--- config.mk ---
export PLATFORM = sky130hd
export DESIGN_NAME = fsp_host_ctrl
export DESIGN_NICKNAME = d
export VERILOG_FILES = /design/src/hdl/fsp_pkg.sv /design/src/hdl/fsp_group_dec.sv /design/src/hdl/fsp_host_ctrl.sv
export SDC_FILE = /design/constraint.sdc
export NUM_CORES = 1
export LEC_CHECK = 0
export BUFFER_PORTS_ARGS = -buffer_cell sky130_fd_sc_hd__clkbuf_2
export CAP_MARGIN = 20
export CORE_MARGIN = 2
export CORE_UTILIZATION = 49
export CTS_CLUSTER_SIZE = 14
export DETAILED_ROUTE_END_ITERATION = 6
export PLACE_DENSITY_LB_ADDON = 0.2
export SETUP_SLACK_MARGIN = 0.15
export SYNTH_ARGS = -nofsm -noshare
export SYNTH_HDL_FRONTEND = slang
export SYNTH_SLANG_ARGS = --single-unit
--- constraint.sdc ---
create_clock -name core_clk -period 2.49 [get_ports core_clk]
set_input_delay 0.498 -clock core_clk [delete_from_list [all_inputs] [get_ports core_clk]]
set_output_delay 0.498 -clock core_clk [all_outputs]
set_load 0.05 [all_outputs]
--- src/hdl/fsp_pkg.sv ---
// package: register map, operation codes and timing counts of the flash protection host controller
package fsp_pkg;
	localparam int unsigned CLK_MHZ = 100;
	localparam int unsigned STROBE_NS = 40;
	localparam int unsigned STROBE_CYC = (STROBE_NS * CLK_MHZ + 999) / 1000;
	localparam int unsigned RST_PULSE_NS = 500;
	localparam int unsigned RST_PULSE_CYC = (RST_PULSE_NS * CLK_MHZ + 999) / 1000;
	localparam logic [7:0] OFS_CTRL = 8'h00;
	localparam logic [7:0] OFS_ADDR = 8'h04;
	localparam logic [7:0] OFS_DATA = 8'h08;
	localparam logic [7:0] OFS_CMD = 8'h0C;
	localparam logic [7:0] OFS_STATUS = 8'h10;
	localparam logic [7:0] OFS_SHADOW = 8'h14;
	localparam int unsigned CTRL_GUARD_BIT = 0;
	localparam int unsigned CTRL_HV_BIT = 1;
	localparam logic [1:0] CTRL_RESET = 2'h0;
	localparam int unsigned ST_BUSY_BIT = 0;
	localparam int unsigned ST_ERR_BIT = 1;
	localparam int unsigned ST_SECURED_BIT = 2;
	localparam int unsigned ADDR_W = 21;
	localparam int unsigned DATA_W = 8;
	localparam int unsigned GRP_N = 25;
	localparam int unsigned GRP_W = 5;
	localparam logic [4:0] GRP_BOOT_N = 5'h08;
	localparam logic [4:0] GRP_OUTER_N = 5'h02;
	localparam logic [2:0] OP_WRITE = 3'h0;
	localparam logic [2:0] OP_READ = 3'h1;
	localparam logic [2:0] OP_VERIFY = 3'h2;
	localparam logic [2:0] OP_PROTECT = 3'h3;
	localparam logic [2:0] OP_UNPROT = 3'h4;
	localparam logic [2:0] OP_ENTER = 3'h5;
	localparam logic [2:0] OP_EXIT = 3'h6;
	localparam logic [2:0] OP_HWRESET = 3'h7;
	typedef enum logic [4:0] {
		S_IDLE = 5'b0_0001,
		S_SETUP = 5'b0_0010,
		S_STROBE = 5'b0_0100,
		S_HOLD = 5'b0_1000,
		S_RST = 5'b1_0000
	} fsp_state_e;
endpackage : fsp_pkg

--- src/hdl/fsp_group_dec.sv ---
// module: maps the nine upper address bits of a bottom-boot part to a protection group
`timescale 1ns/10ps
module fsp_group_dec (
	input wire logic [8:0] addr_hi,
	output logic [4:0] group,
	output logic outer_boot
);
	// groups 0..7 boot sectors, 8 the 3x64K block, 9..22 the 4x64K blocks, 23 the 3x64K block, 24 the top sector
	always_comb begin
		if (addr_hi[8:3] == 6'h00) begin
			group = {2'h0, addr_hi[2:0]};
		end else if (addr_hi[8:5] == 4'h0) begin
			group = 5'h08;
		end else if (addr_hi[8:5] != 4'hF) begin
			group = 5'(5'h08 + {1'b0, addr_hi[8:5]});
		end else if (addr_hi[4:3] == 2'h3) begin
			group = 5'h18;
		end else begin
			group = 5'h17;
		end
	end
	assign outer_boot = (group < fsp_pkg::GRP_OUTER_N);
endmodule : fsp_group_dec

--- src/hdl/fsp_host_ctrl.sv ---
// module: host controller driving a parallel flash through its protection, write-guard and secured-region procedures
`timescale 1ns/10ps
module fsp_host_ctrl #(
	parameter logic [20:0] UNLOCK_A1 = 21'h00_0555,
	parameter logic [20:0] UNLOCK_A2 = 21'h00_02AA,
	parameter logic [7:0] UNLOCK_D1 = 8'hAA,
	parameter logic [7:0] UNLOCK_D2 = 8'h55,
	parameter logic [7:0] ENTER_CODE = 8'h88,
	parameter logic [7:0] EXIT_CODE1 = 8'h90,
	parameter logic [7:0] EXIT_CODE2 = 8'h00,
	parameter logic [7:0] PROTECT_CODE = 8'h60,
	parameter int unsigned STROBE_CYC = fsp_pkg::STROBE_CYC,
	parameter int unsigned RST_CYC = fsp_pkg::RST_PULSE_CYC
) (
	input wire logic core_clk,
	input wire logic sys_rst,
	input wire logic clk_en,
	input wire logic hsel,
	input wire logic [31:0] haddr,
	input wire logic [1:0] htrans,
	input wire logic hwrite,
	input wire logic [2:0] hsize,
	input wire logic [31:0] hwdata,
	input wire logic hready,
	output logic hreadyout,
	output logic [31:0] hrdata,
	output logic hresp,
	output logic [20:0] fl_addr,
	output logic [7:0] fl_dq_o,
	output logic fl_dq_oe,
	input wire logic [7:0] fl_dq_i,
	output logic fl_ce_n,
	output logic fl_oe_n,
	output logic fl_we_n,
	output logic fl_reset_n,
	output logic fl_reset_hv_en,
	output logic write_guard_accel_pin
);
	fsp_pkg::fsp_state_e state_q;
	logic [7:0] ahb_ofs_q;
	logic ahb_wr_q;
	logic [1:0] ctrl_q;
	logic [20:0] addr_q;
	logic [7:0] wdata_q;
	logic [7:0] rdata_q;
	logic [2:0] op_q;
	logic [2:0] step_q;
	logic [15:0] cnt_q;
	logic err_q;
	logic secured_q;
	logic [24:0] shadow_q;
	logic [4:0] grp;
	logic outer;
	logic cmd_wr;
	logic [2:0] cmd_op;
	logic refuse;
	logic [29:0] cur_word;
	logic cur_last;

	// address, data and last-step flag of one bus cycle of an operation
	function automatic logic [29:0] seq_word(input logic [2:0] op, input logic [2:0] step,
			input logic [20:0] a, input logic [7:0] d);
		logic [29:0] w;
		w = {a, d, 1'b1};
		case (op)
			fsp_pkg::OP_PROTECT: w = {a[20:12], 5'h00, 7'h02, PROTECT_CODE, 1'b1};
			fsp_pkg::OP_UNPROT: w = {a[20:12], 5'h00, 7'h42, PROTECT_CODE, 1'b1};
			fsp_pkg::OP_VERIFY: w = {a[20:12], 5'h00, 7'h02, 8'h00, 1'b1};
			fsp_pkg::OP_ENTER, fsp_pkg::OP_EXIT: begin
				case (step)
					3'h0: w = {UNLOCK_A1, UNLOCK_D1, 1'b0};
					3'h1: w = {UNLOCK_A2, UNLOCK_D2, 1'b0};
					3'h2: w = {UNLOCK_A1, (op == fsp_pkg::OP_ENTER) ? ENTER_CODE : EXIT_CODE1,
						op == fsp_pkg::OP_ENTER};
					default: w = {21'h00_0000, EXIT_CODE2, 1'b1};
				endcase
			end
			default: w = {a, d, 1'b1};
		endcase
		return w;
	endfunction : seq_word

	fsp_group_dec u_dec (
		.addr_hi(addr_q[20:12]),
		.group(grp),
		.outer_boot(outer)
	);

	assign cur_word = seq_word(op_q, step_q, addr_q, wdata_q);
	assign cur_last = cur_word[0];
	assign cmd_wr = ahb_wr_q && (ahb_ofs_q == fsp_pkg::OFS_CMD);
	assign cmd_op = hwdata[2:0];
	// refused: busy, protect ops without high voltage, unprotect with any group open, off-boot access in overlay
	assign refuse = (state_q != fsp_pkg::S_IDLE)
		|| ((cmd_op == fsp_pkg::OP_PROTECT || cmd_op == fsp_pkg::OP_UNPROT) && !ctrl_q[fsp_pkg::CTRL_HV_BIT])
		|| ((cmd_op == fsp_pkg::OP_UNPROT) && (shadow_q != {fsp_pkg::GRP_N{1'b1}}))
		|| (secured_q && (grp >= fsp_pkg::GRP_BOOT_N) && (cmd_op <= fsp_pkg::OP_UNPROT));

	// ahb-lite slave, zero wait states, always okay
	assign hreadyout = 1'b1;
	assign hresp = 1'b0;
	always_ff @(posedge core_clk) begin
		if (sys_rst) begin
			ahb_wr_q <= 1'b0;
			ahb_ofs_q <= 8'h00;
		end else if (clk_en && hready) begin
			ahb_wr_q <= hsel && htrans[1] && hwrite;
			ahb_ofs_q <= haddr[7:0];
		end
	end
	always_comb begin
		case (ahb_ofs_q)
			fsp_pkg::OFS_CTRL: hrdata = {30'h0000_0000, ctrl_q};
			fsp_pkg::OFS_ADDR: hrdata = {11'h000, addr_q};
			fsp_pkg::OFS_DATA: hrdata = {24'h00_0000, rdata_q};
			fsp_pkg::OFS_CMD: hrdata = {29'h0000_0000, op_q};
			fsp_pkg::OFS_STATUS: hrdata = {29'h0000_0000, secured_q, err_q, state_q != fsp_pkg::S_IDLE};
			fsp_pkg::OFS_SHADOW: hrdata = {7'h00, shadow_q};
			default: hrdata = 32'h0000_0000;
		endcase
	end

	// control register: guard level always driven from reset onward
	always_ff @(posedge core_clk) begin
		if (sys_rst) begin
			ctrl_q <= fsp_pkg::CTRL_RESET;
			addr_q <= 21'h00_0000;
			wdata_q <= 8'h00;
		end else if (clk_en && ahb_wr_q) begin
			if (ahb_ofs_q == fsp_pkg::OFS_CTRL) ctrl_q <= hwdata[1:0];
			if (ahb_ofs_q == fsp_pkg::OFS_ADDR) addr_q <= hwdata[20:0];
			if (ahb_ofs_q == fsp_pkg::OFS_DATA) wdata_q <= hwdata[7:0];
		end
	end
	assign write_guard_accel_pin = ctrl_q[fsp_pkg::CTRL_GUARD_BIT];
	assign fl_reset_hv_en = ctrl_q[fsp_pkg::CTRL_HV_BIT];

	// bus cycle sequencer
	always_ff @(posedge core_clk) begin
		if (sys_rst) begin
			state_q <= fsp_pkg::S_IDLE;
			op_q <= fsp_pkg::OP_WRITE;
			step_q <= 3'h0;
			cnt_q <= 16'h0000;
		end else if (clk_en) begin
			case (state_q)
				fsp_pkg::S_IDLE: begin
					if (cmd_wr && !refuse) begin
						op_q <= cmd_op;
						step_q <= 3'h0;
						cnt_q <= 16'h0000;
						state_q <= (cmd_op == fsp_pkg::OP_HWRESET) ? fsp_pkg::S_RST : fsp_pkg::S_SETUP;
					end
				end
				fsp_pkg::S_SETUP: state_q <= fsp_pkg::S_STROBE;
				fsp_pkg::S_STROBE: begin
					cnt_q <= 16'(cnt_q + 16'h0001);
					if (cnt_q == 16'(STROBE_CYC - 1)) begin
						state_q <= fsp_pkg::S_HOLD;
					end
				end
				fsp_pkg::S_HOLD: begin
					cnt_q <= 16'h0000;
					step_q <= 3'(step_q + 3'h1);
					state_q <= cur_last ? fsp_pkg::S_IDLE : fsp_pkg::S_SETUP;
				end
				fsp_pkg::S_RST: begin
					cnt_q <= 16'(cnt_q + 16'h0001);
					if (cnt_q == 16'(RST_CYC - 1)) begin
						state_q <= fsp_pkg::S_IDLE;
					end
				end
				default: state_q <= fsp_pkg::S_IDLE;
			endcase
		end
	end

	// error flag, reloaded on every command write: set when the command is refused, cleared when it is accepted
	always_ff @(posedge core_clk) begin
		if (sys_rst) begin
			err_q <= 1'b0;
		end else if (clk_en && cmd_wr) begin
			err_q <= refuse;
		end
	end

	// read data and protection shadow; data bus taken on the last strobe cycle, output enable still low
	always_ff @(posedge core_clk) begin
		if (sys_rst) begin
			rdata_q <= 8'h00;
			shadow_q <= {fsp_pkg::GRP_N{1'b0}};
		end else if (clk_en) begin
			if (state_q == fsp_pkg::S_STROBE && cnt_q == 16'(STROBE_CYC - 1)) begin
				if (op_q == fsp_pkg::OP_READ || op_q == fsp_pkg::OP_VERIFY) rdata_q <= fl_dq_i;
				if (op_q == fsp_pkg::OP_VERIFY) shadow_q[grp] <= (fl_dq_i != 8'h00);
			end
			if (state_q == fsp_pkg::S_HOLD) begin
				if (op_q == fsp_pkg::OP_PROTECT) shadow_q[grp] <= 1'b1;
				if (op_q == fsp_pkg::OP_UNPROT) shadow_q <= {fsp_pkg::GRP_N{1'b0}};
			end
		end
	end

	// secured-region overlay tracking
	always_ff @(posedge core_clk) begin
		if (sys_rst) begin
			secured_q <= 1'b0;
		end else if (clk_en) begin
			if (state_q == fsp_pkg::S_RST) secured_q <= 1'b0;
			else if (state_q == fsp_pkg::S_HOLD && cur_last && op_q == fsp_pkg::OP_ENTER) secured_q <= 1'b1;
			else if (state_q == fsp_pkg::S_HOLD && cur_last && op_q == fsp_pkg::OP_EXIT) secured_q <= 1'b0;
		end
	end

	// pin drive, all from flip-flops or the state register
	logic is_rd;
	assign is_rd = (op_q == fsp_pkg::OP_READ) || (op_q == fsp_pkg::OP_VERIFY);
	always_ff @(posedge core_clk) begin
		if (sys_rst) begin
			fl_addr <= 21'h00_0000;
			fl_dq_o <= 8'h00;
		end else if (clk_en && state_q == fsp_pkg::S_IDLE && cmd_wr && !refuse) begin
			fl_addr <= addr_q;
		end else if (clk_en && state_q == fsp_pkg::S_SETUP) begin
			fl_addr <= cur_word[29:9];
			fl_dq_o <= cur_word[8:1];
		end
	end
	assign fl_ce_n = !(state_q == fsp_pkg::S_STROBE || state_q == fsp_pkg::S_HOLD);
	assign fl_we_n = !(state_q == fsp_pkg::S_STROBE && !is_rd);
	assign fl_oe_n = !(state_q == fsp_pkg::S_STROBE && is_rd);
	assign fl_dq_oe = !fl_ce_n && !is_rd;
	assign fl_reset_n = (state_q != fsp_pkg::S_RST);

	a_busy_refuse: assert property (@(posedge core_clk) disable iff (sys_rst)
		(clk_en && cmd_wr && state_q != fsp_pkg::S_IDLE) |=> err_q)
		else $error("command accepted while busy");
	a_unprot_guard: assert property (@(posedge core_clk) disable iff (sys_rst)
		($fell(fl_we_n) && op_q == fsp_pkg::OP_UNPROT) |-> (shadow_q == {fsp_pkg::GRP_N{1'b1}}))
		else $error("unprotect issued with an open group");
	a_unprot_clear: assert property (@(posedge core_clk) disable iff (sys_rst)
		(clk_en && state_q == fsp_pkg::S_HOLD && op_q == fsp_pkg::OP_UNPROT) |=> (shadow_q == 25'h000_0000))
		else $error("unprotect left a group marked");
	a_hv_protect: assert property (@(posedge core_clk) disable iff (sys_rst)
		(!fl_we_n && (op_q == fsp_pkg::OP_PROTECT || op_q == fsp_pkg::OP_UNPROT)) |-> fl_reset_hv_en)
		else $error("protect cycle without reset high voltage");
	a_reset_exit: assert property (@(posedge core_clk) disable iff (sys_rst)
		(clk_en && !fl_reset_n) |=> !secured_q)
		else $error("overlay survived hardware reset");
	a_secured_block: assert property (@(posedge core_clk) disable iff (sys_rst)
		($fell(fl_ce_n) && secured_q && op_q <= fsp_pkg::OP_UNPROT) |-> (grp < fsp_pkg::GRP_BOOT_N))
		else $error("array access while overlay active");
	a_strobe_excl: assert property (@(posedge core_clk) disable iff (sys_rst)
		!fl_we_n |-> (fl_oe_n && !fl_ce_n && fl_dq_oe && fl_reset_n))
		else $error("write strobe with bad companion pins");
	a_enter_seq: assert property (@(posedge core_clk) disable iff (sys_rst)
		(clk_en && state_q == fsp_pkg::S_HOLD && op_q == fsp_pkg::OP_ENTER && step_q == 3'h2) |=> secured_q)
		else $error("enter sequence did not set overlay");
endmodule : fsp_host_ctrl

==> impl_metrics.ini <==
[sta]
rsz0062_at_grt = true
setup_violations = 25
final-hold-violation-count = 0
finalWorstSetupSlack_ns = -0.323
period_share_pct = 113
fin_skew_ns = 0.00893
drv_slew = 0
fin_crit_ns = 2.81
hold_slack_ns = 0.288
max_freq_ghz = 0.356
relSlewSlack_pct = 52.6
max_slew.worst_pin.slew_ns = 0.706

[final_layout]
layout_common_cells = dfxtp_1, nand2_1, clkbuf_2
area_growth_pct = 40.0
nets = 1040
fin_util_pct = 70.8
final_common_cell = dfxtp_1
finalNonFillerCells = 1136
ff_latch_area_mm2 = 0.00263
multi_input_area_mm2 = 0.00393
final_layout_size_suffix_gt1_share_pct = 32.6
fill_cells = 977
n_antenna_cell = 0

[yosys]
synth-simple-area-share_pct = 24.4
syn_avg_cell_area_um2 = 8.00
ys_seq_elements = 131
synth_top_family_by_area = simple AND/OR/NAND/NOR gates
synth_seq_area_share_pct = 40.6
synth_compound_area_share_pct = 23.9
synth_fa_ha_area_share_pct = 1.16
ys_types = 65
synth_edf_count = 0
synth-xor-area-share_pct = 0.407
async_flop_share_pct = 0
ys.flop_type = dfxtp_1
yosys_warnings = 0
synth_mux_area_share_pct = 3.91
synth_cells = 808
netlist_area_mm2 = 0.00646

[drt]
drc_errors = 0
avgRoutedWirePerCell_um = 19.1
antenna_left = 0
firstDrtPassIters = 7
routed_wl_mm = 21.7
first_iter_violations = 915
via_per_inst = 6.12
via_count = 6952

[clock_tree]
insertion_delay_ns = 0.43
root_buffer = clkbuf_16
h-tree-depth = 4
hold_buffers = 0
cts_buffer_depth = 2
tritoncts = built
path_clk_slew_ns = 0.06
cts_buffers = 17
cts.sinks = 131

[worst_setup_path]
max_stage_delay_ns = 0.45
timing.rr.start = ahb_ofs_q[0]
crit_fanout = 6
crit_required_ns = 1.99
cp-start-kind = register
crit_chain = nor4_4 -> or3b_4 -> nor3_4 -> buf_4 -> buf_8 -> a22o_2 -> buf_12
regToRegSetupSlack_ns = 0.11
rr_worst_depth = 8
worst-setup-path-type = register to primary output
arrival_ns = 2.31
r2r-end = ctrl_q[0]
critPathSlowestCell = or3b_4
worstSetupEndpointType = primary output

[floorplanning]
die_x_um = 119
die-area_mm2 = 0.0141
ioPinCount = 153
initial_core_util_pct = 50.6
fp-row-count = 41
core_area_mm2 = 0.0128
die_h_um = 119

[global_route]
antenna_found_initial = 1
gr-usage-met2_pct = 46.2
top_usage_layer = met2
grt_usage_pct = 29.8
grt_pass1_vias = 6366
use_met3_pct = 6.37
globalRouteMet1Util_pct = 41.2
grt_max_degree = 49
grt_overflow = 0
grt_pass1_wl_mm = 33.7

[place]
gp_congestion = 0.952
dpl_worst_slack_ns = 0.00422
io_buffers = 104
dpl.cell_count = 1087
hpwl_mm = 15.0

[min_path]
holdPathStages = 3
whs_endpoint = ahb_ofs_q[7]
min_path_type = primary input to register
hold_path.startpoint = haddr[7]

[pwr]
cellLeakagePower_nw = 3.42
total_power_mw = 5.55
ir_drop_v = 0.000421
p_per_area_mw_per_mm2 = 613

[run_status]
violations = negative setup slack
status = finished, violations left

[job]
cap_viol_max_count = 0
==> synthesized netlist by cell type (4+ instances only) <==
| cell type | number | share of area [%] |
|---|---|---|
| nand3_1 | 22 | 1.7 |
| nor3_1 | 19 | 1.5 |
| a22o_1 | 16 | 2.2 |
| or2_2 | 4 | 0.39 |
| nand2b_1 | 10 | 0.97 |
| nand2_1 | 109 | 6.3 |
| ha_1 | 6 | 1.2 |
| a21oi_1 | 85 | 6.6 |
| o21ai_1 | 26 | 2.0 |
| mux2i_1 | 23 | 3.6 |
| o31ai_1 | 27 | 3.1 |
| a222oi_1 | 5 | 0.77 |
| o21ai_0 | 17 | 1.3 |
| buf_1 | 4 | 0.23 |
| nand4_1 | 12 | 1.2 |
| and3_1 | 6 | 0.58 |
| or4_1 | 21 | 2.4 |
| inv_1 | 19 | 1.1 |
| and2_1 | 8 | 0.77 |
| nor2_1 | 66 | 3.8 |
| clkbuf_1 | 45 | 2.6 |
| buf_2 | 5 | 0.39 |
| buf_4 | 9 | 1.0 |
| nor2b_1 | 6 | 0.58 |
| nor4_1 | 14 | 1.4 |
| a211oi_1 | 4 | 0.46 |
| a32oi_1 | 10 | 1.4 |
| a21o_1 | 4 | 0.46 |
| dfxtp_1 | 131 | 41 |
| o211ai_1 | 25 | 2.9 |
==> metrics by stage <==
stage	setup TNS (ns)	cell area, µm²
3_5_place_dp	0	7940
5_1_grt	-9.44	9050
6_report	-7.07	9050
4_1_cts	-6.85	8700
2_1_floorplan	0	6640
3_3_place_gp	0	7940
==> state kept, by name, summed over array words and instances, names as in the netlist, 3 cells and up <==
| name | cells |
|---|---|
| op_q | 3 |
| ahb_ofs_q | 8 |
| wdata_q | 8 |
| fl_addr | 21 |
| fl_dq_o | 8 |
| rdata_q | 8 |
| step_q | 3 |
| state_q | 5 |
| cnt_q | 16 |
| shadow_q | 25 |
| addr_q | 21 |
==> layout make-up <==
class | count | share of cell area (%)
Inverter | 20 | 0.830
Sequential cell | 131 | 29.1
Multi-Input combinational cell | 600 | 43.5
Timing Repair Buffer | 181 | 17.7
Tap cell | 172 | 2.38
Clock inverter | 13 | 1.63
Clock buffer | 19 | 4.90
==> power by group <==
group | switching, mW | total [mW] | internal, mW
clock | 1.01 | 2.52 | 1.52
combinational | 0.512 | 0.893 | 0.381
sequential | 0.0156 | 2.13 | 2.12
total | 1.54 | 5.55 | 4.01
==> per-layer routing <==
metal | wire length, µm | share of wire [%]
met2 | 10300 | 47
met1 | 9500 | 44
met4 | 358 | 1.6
met3 | 1560 | 7.2
met5 | 0 | 0
==> how the worst max path moves through the flow <==
stage | slack (ns) | depth (start not counted) | startpoint | end
after floorplan | 0.10 | 7 | ahb_ofs_q[0] | hrdata[2]
after global placement | 0.04 | 8 | state_q[1] | cnt_q[2]
after detailed placement | 0.004 | 8 | state_q[1] | cnt_q[2]
after CTS | -0.32 | 7 | ahb_ofs_q[0] | hrdata[11]
after global routing | -0.42 | 7 | ahb_ofs_q[0] | hrdata[12]
final | -0.32 | 7 | ahb_ofs_q[0] | hrdata[12]
==> critical path: cells and delay by family, from the launching register on <==
kind / cells / cell delay, ns
and+or+nand+nor: 3 / 0.97
DFF: 1 / 0.33
buffers and inverters: 3 / 0.42
AOI/OAI and AO/OA: 1 / 0.16
==> cells by family after synthesis <==
| logic type | after synthesis |
|---|---|
| simple gates | 318 |
| buf+inv | 84 |
| mux | 24 |
| other cells | 2 |
| xor+xnor | 3 |
| flops | 131 |
| compound gates | 240 |
| fa+ha+maj | 6 |
==> timing repair <==
action | CTS | global route
pin swaps | 6 | 34
endpoints found under the setup margin | 60 | 85
gates cloned | 1 | 2
gates resized for setup | 29 | 62
setup buffers | 6 | 8
Note: power is estimated with default switching activity, not from simulation.
